File: src/tpg_pkg.sv
// Package of constants and types for the ten-bit PWM generator
package tpg_pkg;
	localparam int          TPG_NUM_TMR     = 3;
	localparam logic [7:0]  TPG_OFS_CTRL    = 8'h00;
	localparam logic [7:0]  TPG_OFS_DUTY_HI = 8'h04;
	localparam logic [7:0]  TPG_OFS_DUTY_LO = 8'h08;
	localparam logic [7:0]  TPG_OFS_TSEL    = 8'h0C;
	localparam logic [7:0]  TPG_OFS_PINDIR  = 8'h10;
	localparam logic [7:0]  TPG_OFS_TCFG0   = 8'h20;
	localparam logic [7:0]  TPG_OFS_TPR0    = 8'h24;
	localparam logic [7:0]  TPG_TMR_STRIDE  = 8'h08;
	localparam int          TPG_CTRL_EN     = 7;
	localparam int          TPG_CTRL_OUT    = 5;
	localparam int          TPG_CTRL_POL    = 4;
	localparam int          TPG_DLO_POS     = 6;
	localparam int          TPG_TCFG_ON     = 7;
	localparam logic [1:0]  TPG_TSEL_RST    = 2'h1;
	localparam logic [1:0]  TPG_TSEL_RSVD   = 2'h0;
	localparam logic [9:0]  TPG_DUTY_RST    = 10'h000;
	localparam logic [7:0]  TPG_TPR_RST     = 8'hFF;
	localparam logic        TPG_PINDIR_RST  = 1'b1;
	localparam logic [1:0]  TPG_SUB_LAST    = 2'h3;
	localparam logic [1:0]  TPG_SUB_WIDTH_Q = 2'h2;

	typedef struct packed {
		logic [7:0] count;
		logic [1:0] sub;
		logic       step;
		logic       wrap;
	} tpg_tbase_t;

	typedef struct packed {
		logic       on;
		logic [2:0] presc;
		logic [7:0] limit;
	} tpg_tcfg_t;
endpackage

File: src/tpg_timer.sv
// Eight-bit period timer with prescaler and two extra low bits
`timescale 1ns/1ps
module tpg_timer (
	input  wire logic                 pclk,
	input  wire logic                 presetn,
	input  wire logic                 sleep,
	input  wire tpg_pkg::tpg_tcfg_t   cfg,
	output tpg_pkg::tpg_tbase_t       tb
);
	logic [6:0] presc_cnt_r;
	logic [1:0] sub_r;
	logic [7:0] count_r;
	wire  [6:0] presc_lim = 7'((8'h01 << cfg.presc) - 8'h01);
	wire        adv       = cfg.on & ~sleep;
	wire        step      = adv & (presc_cnt_r == presc_lim);
	wire        carry     = step & (sub_r == tpg_pkg::TPG_SUB_LAST);
	wire        wrap      = carry & (count_r == cfg.limit);

	always_ff @(posedge pclk or negedge presetn) begin
		if (!presetn) begin
			presc_cnt_r <= 7'h00;
			sub_r       <= 2'h0;
			count_r     <= 8'h00;
		end else if (adv) begin
			presc_cnt_r <= step ? 7'h00 : presc_cnt_r + 7'h01;
			if (step)
				sub_r <= sub_r + 2'h1;
			if (wrap)
				count_r <= 8'h00;
			else if (carry)
				count_r <= count_r + 8'h01;
		end
	end

	// One driver for the whole struct keeps strict tools content
	assign tb = '{count: count_r, sub: sub_r, step: step, wrap: wrap};
endmodule

File: src/tpg_gen.sv
// Duty compare stage with double-buffered duty value
`timescale 1ns/1ps
module tpg_gen (
	input  wire logic                 pclk,
	input  wire logic                 presetn,
	input  wire logic                 enable,
	input  wire logic                 sleep,
	input  wire logic [9:0]           duty_wr,
	input  wire tpg_pkg::tpg_tbase_t  tb,
	input  wire logic [7:0]           limit,
	output logic                      raw,
	output logic [9:0]                duty_act
);
	logic       raw_r;
	logic [9:0] duty_r;
	wire  [9:0]  ext_nxt = {tb.count, tb.sub} + 10'h001;
	wire  [10:0] full    = {1'b0, limit, 2'h3} + 11'h001;
	wire         reach   = ({1'b0, duty_r} < full) & (ext_nxt == duty_r);

	always_ff @(posedge pclk or negedge presetn) begin
		if (!presetn) begin
			raw_r  <= 1'b0;
			duty_r <= tpg_pkg::TPG_DUTY_RST;
		end else if (!enable) begin
			raw_r <= 1'b0;
		end else if (!sleep) begin
			if (tb.wrap) begin
				duty_r <= duty_wr;
				raw_r  <= (duty_wr != 10'h000);
			end else if (tb.step && reach) begin
				raw_r <= 1'b0;
			end
		end
	end

	assign raw      = raw_r;
	assign duty_act = duty_r;
endmodule

File: src/tpg_top.sv
// APB-reached ten-bit PWM generator with three selectable timers
`timescale 1ns/1ps
// What this block does
// - Ten-bit duty resolution pulse output
// - Timer chosen per generator; first by default
// - Period from timer and limit only
// - Output goes active when timer clears, unless duty is zero
// - Output inactive when extended count equals duty
// - Duty at or above period: always active
// - Duty double buffered, loaded at period match
// - Match: clear count, load duty, set output if duty nonzero
// - Polarity bit inverts the output
// - Period is limit plus one, times four, times prescale
// - Two low bits extend count to ten
// - Resolution reaches ten bits at limit 255
// - Duty registers writable at any time
// - Shared period per timer, own duty
// - Sleep freezes count, state and output
// - Reset restores registers, pin becomes input
// - Generator runs only while enabled
// - Readable bit shows current output level
// - Select 01, 10, 11 picks timers; 00 reserved
module tpg_top (
	input  wire logic        pclk,
	input  wire logic        presetn,
	input  wire logic        psel,
	input  wire logic        penable,
	input  wire logic        pwrite,
	input  wire logic [7:0]  paddr,
	input  wire logic [31:0] pwdata,
	input  wire logic        sleep_req,
	output logic [31:0]      prdata,
	output logic             pready,
	output logic             pslverr,
	output logic             pwm_out,
	output logic             pin_out,
	output logic             pin_oe
);
	localparam int N = tpg_pkg::TPG_NUM_TMR;

	logic        en_r;
	logic        pol_r;
	logic [7:0]  duty_hi_r;
	logic [1:0]  duty_lo_r;
	logic [1:0]  tsel_r;
	logic        pindir_r;
	logic        sleep_s1_r;
	logic        sleep_s2_r;
	logic        pwm_r;
	logic        pin_oe_r;
	logic        pready_r;
	logic        pslverr_r;
	logic [31:0] prdata_r;
	logic [31:0] prdata_nxt;
	logic        raw;
	logic [9:0]  duty_act;

	tpg_pkg::tpg_tcfg_t  tcfg_r [N];
	tpg_pkg::tpg_tbase_t tb     [N];
	tpg_pkg::tpg_tbase_t tb_sel;
	tpg_pkg::tpg_tcfg_t  cfg_sel;

	// Sleep arrives from another domain, so two flops first
	always_ff @(posedge pclk or negedge presetn) begin
		if (!presetn) begin
			sleep_s1_r <= 1'b0;
			sleep_s2_r <= 1'b0;
		end else begin
			sleep_s1_r <= sleep_req;
			sleep_s2_r <= sleep_s1_r;
		end
	end

	wire setup_ph = psel & ~penable;
	wire wr_en    = psel & penable & pready_r & pwrite;
	wire hit_ctrl = (paddr == tpg_pkg::TPG_OFS_CTRL);
	wire hit_dhi  = (paddr == tpg_pkg::TPG_OFS_DUTY_HI);
	wire hit_dlo  = (paddr == tpg_pkg::TPG_OFS_DUTY_LO);
	wire hit_tsel = (paddr == tpg_pkg::TPG_OFS_TSEL);
	wire hit_pdir = (paddr == tpg_pkg::TPG_OFS_PINDIR);

	logic [N-1:0] hit_tcfg;
	logic [N-1:0] hit_tpr;

	genvar gi;
	generate
		for (gi = 0; gi < N; gi++) begin : g_tmr
			localparam logic [7:0] CFG_A = 8'(tpg_pkg::TPG_OFS_TCFG0
				+ tpg_pkg::TPG_TMR_STRIDE * gi);
			localparam logic [7:0] PR_A  = 8'(tpg_pkg::TPG_OFS_TPR0
				+ tpg_pkg::TPG_TMR_STRIDE * gi);
			assign hit_tcfg[gi] = (paddr == CFG_A);
			assign hit_tpr[gi]  = (paddr == PR_A);

			always_ff @(posedge pclk or negedge presetn) begin
				if (!presetn) begin
					tcfg_r[gi].on    <= 1'b0;
					tcfg_r[gi].presc <= 3'h0;
					tcfg_r[gi].limit <= tpg_pkg::TPG_TPR_RST;
				end else if (wr_en && hit_tcfg[gi]) begin
					tcfg_r[gi].on    <= pwdata[tpg_pkg::TPG_TCFG_ON];
					tcfg_r[gi].presc <= pwdata[2:0];
				end else if (wr_en && hit_tpr[gi]) begin
					tcfg_r[gi].limit <= pwdata[7:0];
				end
			end

			// Timer runs from pclk through its own prescaler; no other source exists
			tpg_timer u_timer (
				.pclk    (pclk),
				.presetn (presetn),
				.sleep   (sleep_s2_r),
				.cfg     (tcfg_r[gi]),
				.tb      (tb[gi])
			);
		end
	endgenerate

	wire mapped = hit_ctrl | hit_dhi | hit_dlo | hit_tsel | hit_pdir
		| (|hit_tcfg) | (|hit_tpr);

	// Reserved code keeps the default timer rather than stalling
	wire [1:0] tidx = (tsel_r == tpg_pkg::TPG_TSEL_RSVD) ? 2'h0
		: tsel_r - 2'h1;
	assign tb_sel  = tb[tidx];
	assign cfg_sel = tcfg_r[tidx];

	tpg_gen u_gen (
		.pclk     (pclk),
		.presetn  (presetn),
		.enable   (en_r),
		.sleep    (sleep_s2_r),
		.duty_wr  ({duty_hi_r, duty_lo_r}),
		.tb       (tb_sel),
		.limit    (cfg_sel.limit),
		.raw      (raw),
		.duty_act (duty_act)
	);

	always_ff @(posedge pclk or negedge presetn) begin
		if (!presetn) begin
			en_r      <= 1'b0;
			pol_r     <= 1'b0;
			duty_hi_r <= tpg_pkg::TPG_DUTY_RST[9:2];
			duty_lo_r <= tpg_pkg::TPG_DUTY_RST[1:0];
			tsel_r    <= tpg_pkg::TPG_TSEL_RST;
			pindir_r  <= tpg_pkg::TPG_PINDIR_RST;
		end else if (wr_en) begin
			if (hit_ctrl) begin
				en_r  <= pwdata[tpg_pkg::TPG_CTRL_EN];
				pol_r <= pwdata[tpg_pkg::TPG_CTRL_POL];
			end
			if (hit_dhi)
				duty_hi_r <= pwdata[7:0];
			if (hit_dlo)
				duty_lo_r <= pwdata[tpg_pkg::TPG_DLO_POS +: 2];
			if (hit_tsel)
				tsel_r <= pwdata[1:0];
			if (hit_pdir)
				pindir_r <= pwdata[0];
		end
	end

	// Read mux: reserved bits read zero
	always_comb begin
		prdata_nxt = 32'h0000_0000;
		if (hit_ctrl) begin
			prdata_nxt[tpg_pkg::TPG_CTRL_EN]  = en_r;
			prdata_nxt[tpg_pkg::TPG_CTRL_OUT] = pwm_r;
			prdata_nxt[tpg_pkg::TPG_CTRL_POL] = pol_r;
		end
		if (hit_dhi)
			prdata_nxt[7:0] = duty_hi_r;
		if (hit_dlo)
			prdata_nxt[tpg_pkg::TPG_DLO_POS +: 2] = duty_lo_r;
		if (hit_tsel)
			prdata_nxt[1:0] = tsel_r;
		if (hit_pdir)
			prdata_nxt[0] = pindir_r;
		for (int i = 0; i < N; i++) begin
			if (hit_tcfg[i]) begin
				prdata_nxt[tpg_pkg::TPG_TCFG_ON] = tcfg_r[i].on;
				prdata_nxt[2:0] = tcfg_r[i].presc;
			end
			if (hit_tpr[i])
				prdata_nxt[7:0] = tcfg_r[i].limit;
		end
	end

	// One access cycle, zero wait states; answer comes from flops
	always_ff @(posedge pclk or negedge presetn) begin
		if (!presetn) begin
			pready_r  <= 1'b0;
			pslverr_r <= 1'b0;
			prdata_r  <= 32'h0000_0000;
		end else begin
			pready_r  <= setup_ph;
			pslverr_r <= setup_ph & ~mapped;
			if (setup_ph && !pwrite)
				prdata_r <= prdata_nxt;
		end
	end

	// Output flops; polarity applied after the disable hold
	always_ff @(posedge pclk or negedge presetn) begin
		if (!presetn) begin
			pwm_r    <= 1'b0;
			pin_oe_r <= 1'b0;
		end else begin
			if (!sleep_s2_r)
				pwm_r <= raw ^ pol_r;
			pin_oe_r <= ~pindir_r;
		end
	end

	assign prdata  = prdata_r;
	assign pready  = pready_r;
	assign pslverr = pslverr_r;
	assign pwm_out = pwm_r;
	assign pin_out = pwm_r;
	assign pin_oe  = pin_oe_r;

	// Checks
	AST_WRAP_LOADS: assert property (
		@(posedge pclk) disable iff (!presetn)
		(tb_sel.wrap && en_r && !sleep_s2_r) |=>
		duty_act == $past({duty_hi_r, duty_lo_r}))
		else $error("duty buffer not loaded at period match");
	AST_WRAP_SETS: assert property (
		@(posedge pclk) disable iff (!presetn)
		(tb_sel.wrap && en_r && !sleep_s2_r
		&& {duty_hi_r, duty_lo_r} != 10'h000) |=> raw)
		else $error("output not active after timer clear");
	AST_ZERO_DUTY: assert property (
		@(posedge pclk) disable iff (!presetn)
		(tb_sel.wrap && en_r && !sleep_s2_r
		&& {duty_hi_r, duty_lo_r} == 10'h000) |=> !raw)
		else $error("zero duty produced active output");
	// A select change at a wrap moves the view to another timer
	AST_TIMER_CLEARS: assert property (
		@(posedge pclk) disable iff (!presetn)
		(tb_sel.wrap && !(wr_en && hit_tsel)) |=>
		(tb_sel.count == 8'h00 && tb_sel.sub == 2'h0))
		else $error("timer not cleared after period match");
	// Sleep in the middle cycle would freeze the output flop
	AST_DISABLED_LOW: assert property (
		@(posedge pclk) disable iff (!presetn)
		(!en_r ##1 !sleep_s2_r) |=> (pwm_r == $past(pol_r)))
		else $error("disabled output not inactive");
	AST_SLEEP_HOLD: assert property (
		@(posedge pclk) disable iff (!presetn)
		(sleep_s2_r && $past(sleep_s2_r)) |->
		($stable(pwm_r) && $stable(tb[0].count)))
		else $error("state changed during sleep");
	AST_FULL_DUTY: assert property (
		@(posedge pclk) disable iff (!presetn)
		(raw && en_r && !sleep_s2_r && !tb_sel.wrap
		&& {1'b0, duty_act} > {1'b0, cfg_sel.limit, 2'h3}) |=> raw)
		else $error("full duty output was cleared");
	// Duty beyond the period never clears, even past the limit
	AST_DUTY_CLEAR: assert property (
		@(posedge pclk) disable iff (!presetn)
		(en_r && !sleep_s2_r && !tb_sel.wrap && tb_sel.step
		&& duty_act <= {cfg_sel.limit, 2'h3}
		&& {tb_sel.count, tb_sel.sub} + 10'h001 == duty_act) |=> !raw)
		else $error("output not cleared at duty match");
	AST_OUT_READ: assert property (
		@(posedge pclk) disable iff (!presetn)
		(setup_ph && !pwrite && hit_ctrl) |=>
		prdata_r[tpg_pkg::TPG_CTRL_OUT] == $past(pwm_r))
		else $error("output level bit mismatch");
	AST_TSEL_RESET: assert property (
		@(posedge pclk)
		$rose(presetn) |-> tsel_r == tpg_pkg::TPG_TSEL_RST)
		else $error("timer select not at reset default");
	AST_PIN_INPUT: assert property (
		@(posedge pclk)
		!presetn |-> !pin_oe)
		else $error("pin driven during reset");

	COV_WRAP: cover property (@(posedge pclk) disable iff (!presetn)
		tb_sel.wrap && en_r);
	COV_CLEAR: cover property (@(posedge pclk) disable iff (!presetn)
		$fell(raw) && en_r);
	COV_SLEEP: cover property (@(posedge pclk) disable iff (!presetn)
		$rose(sleep_s2_r) && en_r);
	COV_WRITE: cover property (@(posedge pclk) disable iff (!presetn)
		wr_en && hit_dhi);
endmodule

File: config.mk
export PLATFORM = sky130hd
export DESIGN_NAME = tpg_top
export DESIGN_NICKNAME = d
export VERILOG_FILES = /design/src/tpg_pkg.sv /design/src/tpg_timer.sv /design/src/tpg_gen.sv /design/src/tpg_top.sv
export SDC_FILE = /design/constraint.sdc
export NUM_CORES = 1
export LEC_CHECK = 0
export BUFFER_PORTS_ARGS = -buffer_cell sky130_fd_sc_hd__buf_4
export CORE_MARGIN = 2
export CORE_UTILIZATION = 53
export DETAILED_ROUTE_END_ITERATION = 7
export PLACE_DENSITY = 0.75
export SLEW_MARGIN = 0
export SYNTH_ARGS = -nofsm -noshare
export SYNTH_HDL_FRONTEND = slang
export SYNTH_SLANG_ARGS = --single-unit
File: constraint.sdc
create_clock -name pclk -period 4 [get_ports pclk]
set_clock_uncertainty 0.15 [all_clocks]
set_input_delay 0 -clock pclk [delete_from_list [all_inputs] [get_ports pclk]]
set_output_delay 0 -clock pclk [all_outputs]
set_load 0.02 [all_outputs]
# Word level (Yosys, flattened, before mapping)
# Cells that the tools add are included.
word_totals:
  latchBits: 0
  output_inout_bits: 37
  memories: 0
  reg_bits: 127
  romBits: 0
  ramBits: 0
op_classes:
  multipliers: 0
  div: 0
  eq_ne: 22
  addsub: 15
  n_lt_le_gt_ge: 2
  mux: 35
  shifts: 3
  n_bitwise: 33
  n_reduce_logical: 33
op_table:
  columns: ["cell", "count"]
  rows:
  - ["$mux W8", 12]
  - ["$bmux W12 S2", 2]
  - ["$eq A8 B6 Y1 const B", 6]
  - ["$reduce_and A2 Y1", 15]
  - ["$add A8 B1 Y8 const B", 3]
  - ["$eq A8 B8 Y1", 3]
  - ["$mux W12", 2]
  - ["$add A7 B1 Y7 const B", 3]
  - ["$eq A7 B7 Y1", 3]
  - ["$mux W7", 3]
  - ["$shl A1 B3 Y7 const A", 3]
  - ["$sub A7 B1 Y7 const B", 3]
  - ["$and A1 B1 Y1", 18]
  - ["$eq A8 B4 Y1 const B", 2]
  - ["$add A10 B1 Y11 const B", 1]
  - ["$lt A10 B11 Y1", 1]
  - ["$add A10 B1 Y10 const B", 1]
  - ["$eq A10 B10 Y1", 1]
  - ["$reduce_bool A10 Y1", 1]
  - ["$mux W1", 9]
  - ["$mux W3", 3]
  - ["$eq A8 B3 Y1 const B", 1]
  - ["$eq A8 B5 Y1 const B", 1]
  - ["$logic_and A1 B1 Y1", 8]
  - ["other kinds (17)", 38]

# Depth between registers and ports, before layout
logic_depth:
  word_depth: 17
  mapped_depth: 17
  depth_no_buf: 14

# Modules after synthesis
# Synthesis repeated with hierarchy kept, for this count alone.
hier_totals:
  cells_unflattened: 845
  area_unflattened_um2: 8329.2
by_module_without_submodules:
  columns: ["module", "area_per_inst_um2", "cells_each", "instances"]
  rows:
  - ["tpg_top", 3809.9, 369, 1]
  - ["tpg_timer", 1173.6, 124, 3]
  - ["tpg_gen", 998.5, 104, 1]

# Worst setup path after synthesis
# OpenSTA, ideal clock, no wires.
synth_path:
  kind: "register to register"
  start: "register tcfg_r[22] (netlist bit)"
  end: "register u_gen.duty_r[1] (netlist: u_gen.duty_act[1])"
  n_path_buf: 2
  required_ps: 3725
  t_arrival_ps: 3170
  setup_time_ps: 125
  setup_slack_ps: 555
  path_stages_with_launch: 13
  cell_sequence: "dfrtp_1 > buf_2 > or3b_2 > ha_1 > or4b_2 > o211ai_1 > xor2_1 > nor4_2 > a32oi_1 > nor2b_1 > o21ai_2 > buf_6 > mux2_4"
synth_via:
  elab_chain_len: 10
synth_rtl:
  columns: ["item", "line_no", "source"]
  rows:
  - ["start, declared", "tpg_top.sv:58", "tpg_pkg::tpg_tcfg_t tcfg_r [N];"]
  - ["$shl A1 B3 Y7", "tpg_timer.sv:13", "wire [6:0] presc_lim = 7'((8'h01 << cfg.presc) - 8'h01);"]
  - ["$sub A7 B1 Y7", "tpg_timer.sv:13", null]
  - ["$eq A7 B7 Y1", "tpg_timer.sv:15", "wire step = adv & (presc_cnt_r == presc_lim);"]
  - ["$and A1 B1 Y1", "tpg_timer.sv:15", null]
  - ["$and A1 B1 Y1", "tpg_timer.sv:16", "wire carry = step & (sub_r == tpg_pkg::TPG_SUB_LAST);"]
  - ["$and A1 B1 Y1", "tpg_timer.sv:17", "wire wrap = carry & (count_r == cfg.limit);"]
  - ["$bmux W12 S2", "tpg_top.sv:125", "assign tb_sel = tb[tidx];"]
  - ["$mux W12 (implied by the code) (2 in a row)", "tpg_top.sv:125", null]
  - ["$reduce_and A3 Y1 (no line)", null, null]
  - ["end signal, assigned", "tpg_gen.sv:23", "duty_r <= tpg_pkg::TPG_DUTY_RST;"]
  - ["end signal, assigned", "tpg_gen.sv:28", "duty_r <= duty_wr;"]
  - ["end, declared", "tpg_gen.sv:15", "logic [9:0] duty_r;"]
# Every way passes these cells. The select of a mux whose other input is x is not followed.
# A chain may end at the register's enable or synchronous reset.

# Worst setup path in the final report
layout_path:
  start: "register tcfg_r[21] (netlist bit)"
  end: "register u_gen.duty_r[0] (netlist: u_gen.duty_act[0])"
# Same word-level chain as after synthesis.

==> summary.md <==
| Metric | Value |
|---|---|
| Outcome | finished clean |
| Layout cells sized above 1 | approximately 22% |
| Max-capacitance violation count | 0 |
| Slew headroom | 32.7% |
| DRC Markers | 0 |
| Via count | ~6,100 |
| Nets | 923 |
| CTS tree | built |
| Area fraction of the dominant cell type after synthesis | between 30% and 40% |
| FF-to-FF Start | tcfg_r[21] |
| Largest net degree at the start of global routing | 78 |
| Reg2Reg Setup Slack | approximately 0.21 ns |
| Antenna-violating nets left | 0 |
| Cell Area, Placed | 8290 sq um |
| Syn_area_per_cell | between 9 and 10 sq um |
| Drt pass-1 iters | 6 |
| Crit path time final | 3.79 ns |
| Die W | 126 um |
| EDFF count, synth | 0 |
| Hold Vio Cnt, Final | 0 |
| Inserted Diodes | 0 |
| Initial DRC Count | approximately 410 |
| Syn Inst Count | 791 |
| Grt total ovfl | 0 |
| Total Wirelength | 19.4 mm |
| Clk_lat worst skew | 0.42 ns |
| Final setup fails | 0 |
| CP Max Fanout | 12 |
| IO Port Bufs | 34 |
| R2R depth | 11 |
| Filler cells | 1,165 |
| Peak VDD IR | roughly 0.00025 V |
| Worst Path Arrival | 3.94 ns |
| Ys Warns | 0 |
| First-pass GRT wire length | roughly 32 mm |
| Vias in the first global route | roughly 6,000 |
| Die Ht | about 130 um |
| Synth top cells by count | 101 x dfrtp_1, 75 x nand2_1, 75 x nor2_1 |
| Unrepaired setup endpoints after global routing | false |
| Total global-route track usage | between 20% and 30% |
| Top post-synthesis cells by area | dfrtp_1 32%, mux2_2 8.8%, dfstp_2 8.7% |
| Routability cong. | roughly 0.9 |
| Vias per cell | 5.81 |
| Clk pin slew, worst setup/hold paths | 0.06 ns |
| Hold Path Depth | 4 |
| Synth async-reset ratio | 100% |
| Worst setup EP type | flop |
| Final period util | between 90 and 100% |
| Netlist cell types | 70 |
| Area grow syn2layout | 16.0% |
| Design Area, Final | 9160 sq um |
| Crit-path cells | or3b_2 -> ha_1 -> or4b_2 -> o211ai_1 -> xor2_1 -> nor4_2 -> a32oi_1 -> nor2b_1 -> o21ai_2 -> buf_4 -> mux2_2 |
| Type of origin of the critical path | flop |
| Initial antenna violation count | 0 |
| PD cells | ~350 nW/um^2 |
| Clock sinks | between 100 and 150 |
| Num CTS Buffers | 17 |
| Root Driver | clkbuf_16 |
| Critical path data required time | ~4.2 ns |
| Total negative slack | 0 ns |
| Worst Tran Pin Value | 1.01 ns |
| CP endpoint | u_gen.duty_act[0] |
| Rows | 44 |
| I/O pins | between 80 and 90 |
| Count leader, synth | dfrtp_1 |
| CP Launch Point | tcfg_r[21] |
| Slowest-stage cell, CP | or4b_2 |
| Crit Path Class | flop to flop |
| Slew Viols, Final | 0 |
| Clock tree buffer depth | 2 |
| Die area | between 15,000 and 20,000 sq um |
| Sequential share of the synthesized area | 40.7% |
| Core area | between 10,000 and 15,000 sq um |
| Worst Hold Class | input port to flop |
| Initial Util | 54.3% |
| Peak per-stage delay on the critical path | 0.68 ns |
| WL/cell | approximately 18 um |
| LEAKAGE | 0.00425 uW |
| Top_reg_cell synth | dfrtp_1 |
| Reg2reg end | u_gen.duty_act[0] |
| H-tree depth | 4 |
| Mapped Area | slightly below 8000 sq um |
| Detailed Place HPWL | about 14 mm |
| Synth area leader | dfrtp_1 |
| Number of synthesized register bits | 127 |
| Fmax | between 200 and 300 MHz |
cell families (layout without fill, tap and decap cells):
kind of cell / Yosys count / in the layout / synth area share [%]
buffers and inverters: 63 / 117 / 4.52
other: 1 / 24 / 0.0475
XOR/XNOR: 89 / 89 / 9.88
AND/OR/NAND/NOR: 284 / 284 / 18.2
adder cells (fa/ha/maj): 22 / 22 / 3.49
flip-flops: 127 / 127 / 40.7
AO/OA/AOI/OAI: 112 / 112 / 9.80
multiplexers: 93 / 93 / 13.4
sequential cells by signal, summed over array words and instances, names as in the netlist, 2 cells and up:
name,cells
u_gen.duty_act,10
g_tmr.u_timer.count_r,24
g_tmr.u_timer.presc_cnt_r,21
g_tmr.u_timer.sub_r,6
tcfg_r,36
duty_lo_r,2
tsel_r,2
prdata,8
duty_hi_r,8
how the worst min path moves through the flow:
stage,start,end,slack [ns]
floorplan,presetn,duty_hi_r[0],-0.45
global placement,sleep_req,sleep_s1_r,-0.04
detailed placement,sleep_req,sleep_s1_r,-0.04
CTS,penable,prdata[2],0.02
global route,paddr[3],prdata[4],0.08
finish,paddr[3],prdata[5],0.05
critical path, delay by kind of cell (launching register included):
kind / cells / cell delay, ns
AND/OR/NAND/NOR: 4 / 1.38
AO/OA/AOI/OAI: 3 / 0.57
flip-flops: 1 / 0.50
multiplexers: 1 / 0.35
adder cells (fa/ha/maj): 1 / 0.28
buffers and inverters: 1 / 0.24
XOR/XNOR: 1 / 0.20
area by class of cell:
class	instances	area (sq um)	share of cell area (%)
clock inverters	8	153	1.67
inverters	11	41.3	0.451
flip-flops and latches	127	3210	35.1
well taps	184	230	2.51
repair buffers	74	608	6.64
multi-input cells	624	4410	48.2
clock buffers	24	503	5.49
per-stage QoR:
step / std cells / util (%) / setup WS (ns) / total power, uW / hold WS (ns)
after global routing: 1052 / 63.0 / 0.0227 / 3330 / 0.0753
after floorplan: 814 / - / 0.555 / 1450 / -0.446
after detailed placement: 999 / 57.0 / 0.264 / 1530 / -0.0389
after CTS: 1052 / 63.0 / 0.233 / 3240 / 0.0230
after global placement: 999 / 57.0 / 0.322 / 1520 / -0.0407
final: 1052 / 63.0 / 0.215 / 3220 / 0.0531
per-layer routing:
layer	vias up	wire length (um)	track usage [%]	part of all wire (%)
li1	2917	-	-	-
met1	2948	8620	35.0	44
met2	210	9420	41.6	48
met3	33	1010	5.10	5.2
met4	0	381	7.24	2.0
met5	-	0	0	0
power breakdown:
group | internal, uW | leakage (uW) | switching [uW]
Clock | 1130 | 0.000312 | 567
Sequential | 1310 | 0.00165 | 20.6
Combinational | 73.4 | 0.00228 | 121
Total | 2510 | 0.00425 | 709
cell usage in the layout (no fill, tap or decap), drive strengths merged, types with 21 or more instances in the layout:
master,instances
conb,24
mux2i,22
clkbuf,24
xnor2,42
nor3,25
dfstp,26
dfrtp,101
mux2,71
xor2,47
nor2,75
buf,53
o21ai,35
ha,22
nand2,75
dlygate4sd3,21
repair_timing:
item,4_1_cts,5_1_grt
hold buffers,21,0
endpoints found under the setup margin,0,2
endpoints found under the hold margin,121,0
setup buffers,0,0
gates resized for setup,0,1
No activity file was read; power rests on OpenSTA's default activity.
